File: config.mk
export PLATFORM = sky130hd
export DESIGN_NAME = deiu_top
export DESIGN_NICKNAME = d
export VERILOG_FILES = /design/src/design/deiu_pkg.sv /design/src/design/deiu_edge_det.sv /design/src/design/deiu_flag_reg.sv /design/src/design/deiu_top.sv
export VERILOG_INCLUDE_DIRS = /design/src /design/src/design
export SDC_FILE = /design/constraint.sdc
export NUM_CORES = 1
export LEC_CHECK = 0
export CORE_ASPECT_RATIO = 1.1
export CORE_MARGIN = 2
export CORE_UTILIZATION = 55
export CTS_CLUSTER_SIZE = 10
export DETAILED_ROUTE_END_ITERATION = 7
export DONT_BUFFER_PORTS = 1
export GPL_TIMING_DRIVEN = 0
export PLACE_DENSITY_LB_ADDON = 0.2
export SLEW_MARGIN = 25
export SYNTH_ARGS = -nofsm -noshare
export SYNTH_HDL_FRONTEND = slang
export SYNTH_SLANG_ARGS = --single-unit
File: constraint.sdc
create_clock -name clk_sys_i -period 1.65 [get_ports clk_sys_i]
set_clock_uncertainty 0.1 [all_clocks]
set_input_delay 0 -clock clk_sys_i [delete_from_list [all_inputs] [get_ports clk_sys_i]]
set_output_delay 0 -clock clk_sys_i [all_outputs]
set_load 0.03 [all_outputs]
File: src/design/deiu_params.svh
// Register offsets, field positions and reset values of the event unit
`ifndef DEIU_PARAMS_SVH
`define DEIU_PARAMS_SVH

// Status registers, one 8-bit word each
`define DEIU_STAT0_ADDR 4'h0
`define DEIU_STAT1_ADDR 4'h1
`define DEIU_STAT2_ADDR 4'h2
`define DEIU_STAT3_ADDR 4'h3
// Mask registers, same layout as the matching status register
`define DEIU_MASK0_ADDR 4'h4
`define DEIU_MASK1_ADDR 4'h5
`define DEIU_MASK2_ADDR 4'h6
`define DEIU_MASK3_ADDR 4'h7
// Live condition readback, for inspection
`define DEIU_LIVE_ADDR 4'h8

`define DEIU_MASK_RST 8'h00
`define DEIU_STAT_RST 8'h00

// Status 0: power fail and synchronisation changes
`define DEIU_B_POWER_FAIL 0
`define DEIU_B_INTERLACE 1
`define DEIU_B_HPLL_LOCK 2
`define DEIU_B_VSYNC_LOCK 3
`define DEIU_B_FIELD_RATE 4
`define DEIU_B_CAPTURE_RDY 5
// Status 1: colour standard (two bits) and copy protection
`define DEIU_B_COLOR_STD_LO 0
`define DEIU_B_COLOR_STD_HI 1
`define DEIU_B_COPY_A 2
`define DEIU_B_COPY_B 3
`define DEIU_B_COPY_C 4
// Status 2: slicer identification
`define DEIU_B_PROG_ID 0
`define DEIU_B_WIDE_ID 1
`define DEIU_B_CAPTION_ID 2
// Status 3: scaler
`define DEIU_B_SCALER_ERR 0

`endif

File: src/design/deiu_pkg.sv
// Types shared by the event unit modules
package deiu_pkg;

  typedef logic [7:0] deiu_byte_t;

  // Raw live conditions from the decoder sections
  typedef struct packed {
    logic power_fail;
    logic interlaced;
    logic hpll_locked;
    logic vsync_locked;
    logic rate_60;
    logic capture_ready;
    logic [1:0] color_std;
    logic copy_a;
    logic copy_b;
    logic copy_c;
    logic prog_id;
    logic wide_id;
    logic caption_id;
    logic scaler_err;
  } deiu_cond_t;

endpackage : deiu_pkg

File: src/design/deiu_edge_det.sv
// Change detector for a group of live conditions
`timescale 1ns/1ps
module deiu_edge_det #(
  parameter int WIDTH = 8
) (
  input wire logic clk_sys_i, // System clock
  input wire logic srst_i, // Synchronous reset
  input wire logic [WIDTH-1:0] level_i, // Live levels
  output logic [WIDTH-1:0] change_o // One-cycle change pulses
);

  typedef struct packed {
    logic [WIDTH-1:0] prev;
    logic primed;
  } deiu_edge_st_t;

  deiu_edge_st_t st_q;
  deiu_edge_st_t st_d;

  // Hold last value; suppress a false change on the first cycle
  always_comb
  begin
    st_d = st_q;
    st_d.prev = level_i;
    st_d.primed = 1'b1;
  end

  always_ff @(posedge clk_sys_i)
  begin
    if (srst_i)
    begin
      st_q <= '0;
    end
    else
    begin
      st_q <= st_d;
    end
  end

  // Compare with previous cycle
  assign change_o = st_q.primed ? (level_i ^ st_q.prev) : '0;

endmodule : deiu_edge_det

File: src/design/deiu_flag_reg.sv
// One 8-bit sticky status register with mask and clear-on-read
`timescale 1ns/1ps
`include "deiu_params.svh"
module deiu_flag_reg (
  input wire logic clk_sys_i, // System clock
  input wire logic srst_i, // Synchronous reset
  input wire logic [7:0] set_i, // Event pulses
  input wire logic rd_clr_i, // Read of this status register
  input wire logic mask_we_i, // Mask write strobe
  input wire logic [7:0] mask_wd_i, // Mask write data
  output logic [7:0] flags_o, // Sticky flags
  output logic [7:0] mask_o, // Mask enables
  output logic pend_o // Any enabled flag pending
);

  typedef struct packed {
    logic [7:0] flags;
    logic [7:0] mask;
  } deiu_flag_st_t;

  deiu_flag_st_t st_q;
  deiu_flag_st_t st_d;

  // Set wins over the read clear in the same cycle
  always_comb
  begin
    st_d = st_q;
    if (rd_clr_i)
    begin
      st_d.flags = 8'h00;
    end
    st_d.flags = st_d.flags | set_i;
    if (mask_we_i)
    begin
      st_d.mask = mask_wd_i;
    end
  end

  always_ff @(posedge clk_sys_i)
  begin
    if (srst_i)
    begin
      st_q.flags <= `DEIU_STAT_RST;
      st_q.mask <= `DEIU_MASK_RST;
    end
    else
    begin
      st_q <= st_d;
    end
  end

  assign flags_o = st_q.flags;
  assign mask_o = st_q.mask;
  assign pend_o = |(st_q.flags & st_q.mask);

endmodule : deiu_flag_reg

File: src/design/deiu_top.sv
// Decoder event interrupt unit: flags, masks, bus and request pin
//
// Chosen here: the strobed register port and the register addresses.
`timescale 1ns/1ps
`include "deiu_params.svh"
module deiu_top (
  input wire logic clk_sys_i, // 25 MHz system clock
  input wire logic srst_i, // Synchronous reset, high
  input wire deiu_pkg::deiu_cond_t cond_i, // Live decoder conditions
  input wire logic [3:0] addr_i, // Register address
  input wire logic [7:0] wdata_i, // Write data
  input wire logic wr_i, // Write strobe
  input wire logic rd_i, // Read strobe
  output logic [7:0] rdata_o, // Read data, cycle after strobe
  output logic irq_out_o, // Request pin level, always 0
  output logic irq_oe_o // Request pin drive enable
);

  // ****************************************************************
  // State
  // ****************************************************************

  typedef struct packed {
    logic [7:0] rdata;
    logic irq_oe;
    logic irq_out;
  } deiu_top_st_t;

  deiu_top_st_t st_q;
  deiu_top_st_t st_d;

  // ****************************************************************
  // Change detection
  // ****************************************************************

  localparam int NCOND = 14;
  logic [NCOND-1:0] lvl;
  logic [NCOND-1:0] chg;

  // Level conditions, power fail and scaler error are not edges
  assign lvl = {cond_i.interlaced, cond_i.hpll_locked, cond_i.vsync_locked,
    cond_i.rate_60, cond_i.capture_ready, cond_i.color_std,
    cond_i.copy_a, cond_i.copy_b, cond_i.copy_c, cond_i.prog_id,
    cond_i.wide_id, cond_i.caption_id, 1'b0};

  deiu_edge_det #(
    .WIDTH(NCOND)
  ) u_edge (
    .clk_sys_i(clk_sys_i),
    .srst_i(srst_i),
    .level_i(lvl),
    .change_o(chg)
  );

  // ****************************************************************
  // Event mapping into the four status words
  // ****************************************************************

  logic [7:0] set0;
  logic [7:0] set1;
  logic [7:0] set2;
  logic [7:0] set3;

  always_comb
  begin
    set0 = 8'h00;
    set1 = 8'h00;
    set2 = 8'h00;
    set3 = 8'h00;
    // Power fail is a level: it keeps re-setting while present
    set0[`DEIU_B_POWER_FAIL] = cond_i.power_fail;
    set0[`DEIU_B_INTERLACE] = chg[13];
    set0[`DEIU_B_HPLL_LOCK] = chg[12];
    set0[`DEIU_B_VSYNC_LOCK] = chg[11];
    set0[`DEIU_B_FIELD_RATE] = chg[10];
    set0[`DEIU_B_CAPTURE_RDY] = chg[9];
    // Each standard bit flags its own change, lost colour included
    set1[`DEIU_B_COLOR_STD_HI] = chg[8];
    set1[`DEIU_B_COLOR_STD_LO] = chg[7];
    set1[`DEIU_B_COPY_A] = chg[6];
    set1[`DEIU_B_COPY_B] = chg[5];
    set1[`DEIU_B_COPY_C] = chg[4];
    set2[`DEIU_B_PROG_ID] = chg[3];
    set2[`DEIU_B_WIDE_ID] = chg[2];
    set2[`DEIU_B_CAPTION_ID] = chg[1];
    set3[`DEIU_B_SCALER_ERR] = cond_i.scaler_err;
  end

  // ****************************************************************
  // Status and mask registers
  // ****************************************************************

  logic [3:0] rd_clr;
  logic [3:0] mask_we;
  logic [7:0] flags [4];
  logic [7:0] masks [4];
  logic [3:0] pend;
  logic [7:0] set_all [4];

  assign set_all[0] = set0;
  assign set_all[1] = set1;
  assign set_all[2] = set2;
  assign set_all[3] = set3;

  // Decode helper: strobe hits one of four consecutive addresses
  function automatic logic [3:0] deiu_hit4(input logic [3:0] a,
                                           input logic [3:0] base,
                                           input logic stb);
    logic [3:0] r;
    r = 4'h0;
    if (stb && a >= base && a < base + 4'h4)
    begin
      r[a[1:0]] = 1'b1;
    end
    return r;
  endfunction : deiu_hit4

  // Only a read of the owning word clears it
  assign rd_clr = deiu_hit4(addr_i, `DEIU_STAT0_ADDR, rd_i);
  assign mask_we = deiu_hit4(addr_i, `DEIU_MASK0_ADDR, wr_i);

  // Four 8-bit status words
  for (genvar g = 0; g < 4; g++)
  begin : g_reg
    deiu_flag_reg u_flag (
      .clk_sys_i(clk_sys_i),
      .srst_i(srst_i),
      .set_i(set_all[g]),
      .rd_clr_i(rd_clr[g]),
      .mask_we_i(mask_we[g]),
      .mask_wd_i(wdata_i),
      .flags_o(flags[g]),
      .mask_o(masks[g]),
      .pend_o(pend[g])
    );
  end

  // ****************************************************************
  // Read mux and request pin
  // ****************************************************************

  // Flags are returned as they stand in the strobe cycle, not a copy from the request time
  always_comb
  begin
    st_d = st_q;
    st_d.rdata = 8'h00;
    if (rd_i)
    begin
      case (addr_i)
        `DEIU_STAT0_ADDR: st_d.rdata = flags[0];
        `DEIU_STAT1_ADDR: st_d.rdata = flags[1];
        `DEIU_STAT2_ADDR: st_d.rdata = flags[2];
        `DEIU_STAT3_ADDR: st_d.rdata = flags[3];
        `DEIU_MASK0_ADDR: st_d.rdata = masks[0];
        `DEIU_MASK1_ADDR: st_d.rdata = masks[1];
        `DEIU_MASK2_ADDR: st_d.rdata = masks[2];
        `DEIU_MASK3_ADDR: st_d.rdata = masks[3];
        `DEIU_LIVE_ADDR: st_d.rdata = {cond_i.interlaced,
          cond_i.hpll_locked, cond_i.vsync_locked, cond_i.rate_60,
          cond_i.capture_ready, cond_i.color_std, cond_i.power_fail};
        default: st_d.rdata = 8'h00;
      endcase
    end
    // Request follows pending enabled flags, one cycle late
    st_d.irq_oe = |pend;
    // Open drain only ever drives low
    st_d.irq_out = 1'b0;
  end

  always_ff @(posedge clk_sys_i)
  begin
    if (srst_i)
    begin
      st_q <= '0;
    end
    else
    begin
      st_q <= st_d;
    end
  end

  assign rdata_o = st_q.rdata;
  // Open drain: drive low only, release otherwise
  assign irq_out_o = st_q.irq_out;
  assign irq_oe_o = st_q.irq_oe;

endmodule : deiu_top

==> flow_metrics.py <==
metrics = {
    "finish": {
        "final_cell_count_no_fill": 432,
        "finalCoreUtilization": 0.6779,
        "mostFrequentLayoutCell": "sky130_fd_sc_hd__dfxtp_1",
        "area.growth.synth_to_final_pct": 20.00,
        "layout_common_cells": "70 x sky130_fd_sc_hd__dfxtp_1, 40 x sky130_fd_sc_hd__nor2_1, 30 x sky130_fd_sc_hd__dlygate4sd3_1",
        "diodes_inserted": 0,
        "finish.net_count": 384,
        "drive_gt1_frac": 0.1148,
    },
    "route": {
        "wl_met3_um": 386,
        "route.met2.wl_um": 3979,
        "drt-pass1-iter-count": 5,
        "detail_route.iter0.violations": 267,
        "route.layer.met1.wl_um": 3512,
        "routed.top_layer": "met4",
        "detail_route.wl_per_cell_um": 18.60,
        "totalWireLength_um": 8037,
        "dr_total_vias": 2547,
        "route.detailed.drc": 0,
        "final_antenna_net_count": 0,
        "route.detailed.vias_per_inst": 5.896,
    },
    "grt": {
        "grt_start_max_net_pins": 13,
        "global_route_wire_length_before_repair_um": 12640,
        "grt_antenna_before_repair": 0,
        "grt_pass1_vias": 2505,
        "grt_overflow_total": 0,
        "tot_gr_track_use": 0.2852,
    },
    "synthesis": {
        "number_of_flops_mapped_to_enable_cells_by_yosys": 0,
        "asyncSetResetFlopFracSynth": 0,
        "synth_seq_area_share": 0.4628,
        "synth_area_per_cell_um2": 9.705,
        "yosys_warnings": 0,
        "number_of_distinct_library_cells_after_synthesis": 47,
        "synth_largest_type_area_fraction": 0.4628,
        "synth_area_leaders": "sky130_fd_sc_hd__dfxtp_1 46%, sky130_fd_sc_hd__mux2i_1 9.6%, sky130_fd_sc_hd__nor2_1 5.0%, sky130_fd_sc_hd__a22oi_1 4.0%, sky130_fd_sc_hd__xor2_1 3.8%",
        "ffs_latches_synth": 70,
        "synthesis.instances": 312,
        "synth_top_cell_by_area": "sky130_fd_sc_hd__dfxtp_1",
        "dominantRegCellSynth": "sky130_fd_sc_hd__dfxtp_1",
        "mappedNetlistNets": 343,
        "synthesis.area_um2": 3028,
    },
    "worst_setup_path": {
        "critPathKind": "input pin to flop",
        "arrival_ns": 1.56,
        "critical_path.startpoint_type": "input pin",
        "critical_path.endpoint_type": "flop",
        "path_max_fanout": 8,
        "cp.required_ns": 1.76,
    },
    "clocking": {
        "worst_skew_pair.late_latency_ns": 0.35,
        "h-tree-depth": 3,
        "cts_setup_buffers": 0,
        "numClockSinks": 70,
        "tritoncts": "done",
        "cts_max_path_buffers": 2,
        "cts-resized-gates": 0,
        "root_buffer": "sky130_fd_sc_hd__clkbuf_8",
        "cts_made_buffers": 9,
        "worst_setup_hold_path_clk_slew_ns": 0.07,
    },
    "floorplan": {
        "ios": 41,
        "initial_utilization": 0.5649,
        "die-area_um2": 6116,
        "chipHeight_um": 81.82,
        "num_rows": 28,
        "chipWidth_um": 74.75,
        "coreArea_um2": 5360,
    },
    "sta": {
        "setup_total_negative_slack_ns": 0,
        "grt_setup_unrepaired": "false",
        "slew_viol_final": 0,
        "final.period_utilization": 0.8761,
        "finalHoldViolCount": 0,
        "setup_viol_count_final": 0,
        "tightestPinTransition_ns": 0.6894,
        "period_minus_slack_ns": 1.446,
        "maxSlewHeadroom": 0.5384,
        "fmaxAchievable_mhz": 691.8,
        "final_critical_path_setup_slack_ns": 0.2044,
    },
    "placed_design": {
        "preCtsSetupSlack_ns": 0.2674,
        "gpl.final_weighted_congestion": 0.9347,
        "placed_cells": 387,
        "place.detailed.hpwl_um": 5615,
        "buffer_ports.inserted": 0,
    },
    "run_status": {
        "outcome": "complete, no violations",
    },
    "power": {
        "power.static_leakage_uw": 0.001325,
        "power.total_uw": 3648,
        "power-per-cell-area_nw_per_um2": 1004,
        "vdd_drop_max_v": 0.0008196,
    },
    "flow_run": {
        "max-cap-violations": 0,
    },
    "worst_hold_path": {
        "worst_hold_path_type": "input pin to flop",
    },
}
==> registers in the layout, summed over array words and instances, names as in the netlist <==
| register | count |
|---|---|
| g.u_flag.flags_o | 15 |
| g.u_flag.mask_o | 32 |
| irq_oe_o | 1 |
| rdata_o | 8 |
| u_edge.st_q | 14 |
==> final timing paths <==
path	from	endpoint	slack (ns)	cells after the start
worst min-delay path	addr_i[1]	rdata_o[2]	0.02	4
worst max register to register	g_reg[3].u_flag.flags_o[0]	g_reg[3].u_flag.flags_o[0]	0.35	3
worst min register to register	g_reg[3].u_flag.mask_o[7]	g_reg[3].u_flag.mask_o[7]	0.38	2
worst max-delay path	addr_i[0]	g_reg[1].u_flag.mask_o[4]	0.20	5
==> kinds of logic after synthesis <==
logic type,share of synthesized area
XOR/XNOR,0.03760
AND/OR/NAND/NOR,0.1764
buffers and inverters,0.04132
AO/OA/AOI/OAI,0.1512
multiplexers,0.1293
flip-flops,0.4628
other,0.001238
==> per-layer routing <==
layer,GRT usage,up-vias
met3,0.06012,15
li1,-,1200
met2,0.4708,81
met4,0.1143,0
met1,0.3628,1251
met5,0,-
==> per-stage QoR <==
step / cell area (µm²) / hold slack [ns]
2_1_floorplan: 3028 / 0.01743
3_3_place_gp: 3122 / 0.02169
3_5_place_dp: 3122 / 0.02710
4_1_cts: 3633 / 0.01132
5_1_grt: 3633 / 0.02307
6_report: 3633 / 0.02068
==> power breakdown <==
part / leakage [µW] / internal, µW / switching (µW)
Combinational: 0.000655 / 164 / 198
Clock: 0.0000973 / 839 / 641
Sequential: 0.000572 / 1750 / 55.8
Total: 0.00133 / 2750 / 895
==> Yosys cell counts (4+ instances only) <==
master                     instances
sky130_fd_sc_hd__a21oi_1          20
sky130_fd_sc_hd__a221oi_1          4
sky130_fd_sc_hd__a22oi_1          16
sky130_fd_sc_hd__buf_2             4
sky130_fd_sc_hd__buf_4             6
sky130_fd_sc_hd__clkbuf_1          9
sky130_fd_sc_hd__dfxtp_1          70
sky130_fd_sc_hd__mux2i_1          29
sky130_fd_sc_hd__nand2_1          19
sky130_fd_sc_hd__nand3_1           5
sky130_fd_sc_hd__nor2_1           40
sky130_fd_sc_hd__nor2b_1          14
sky130_fd_sc_hd__o21ai_0           9
sky130_fd_sc_hd__xor2_1           13
==> timing repair <==
item / in CTS / in global routing
endpoints found under the hold margin: 69 / 0
endpoints found under the setup margin: 0 / 0
hold buffers: 30 / 0
==> worst max-delay path, stage by stage <==
cell and delay (ns):
sky130_fd_sc_hd__dlygate4sd3_1 0.58, sky130_fd_sc_hd__inv_2 0.12, sky130_fd_sc_hd__nor3_4 0.54, sky130_fd_sc_hd__mux2i_1 0.25, sky130_fd_sc_hd__nor2_1 0.05
==> final cells by class <==
type	instances	area (µm²)
fill	454	1727
sequential	70	1401
clock buffer	9	123.9
multi-input combinational	218	1501
inverter	4	15.01
timing repair buffer	30	300.3
tap	75	93.84
buffer	20	110.1
clock inverter	6	87.58
(Power assumes the default switching activity.)
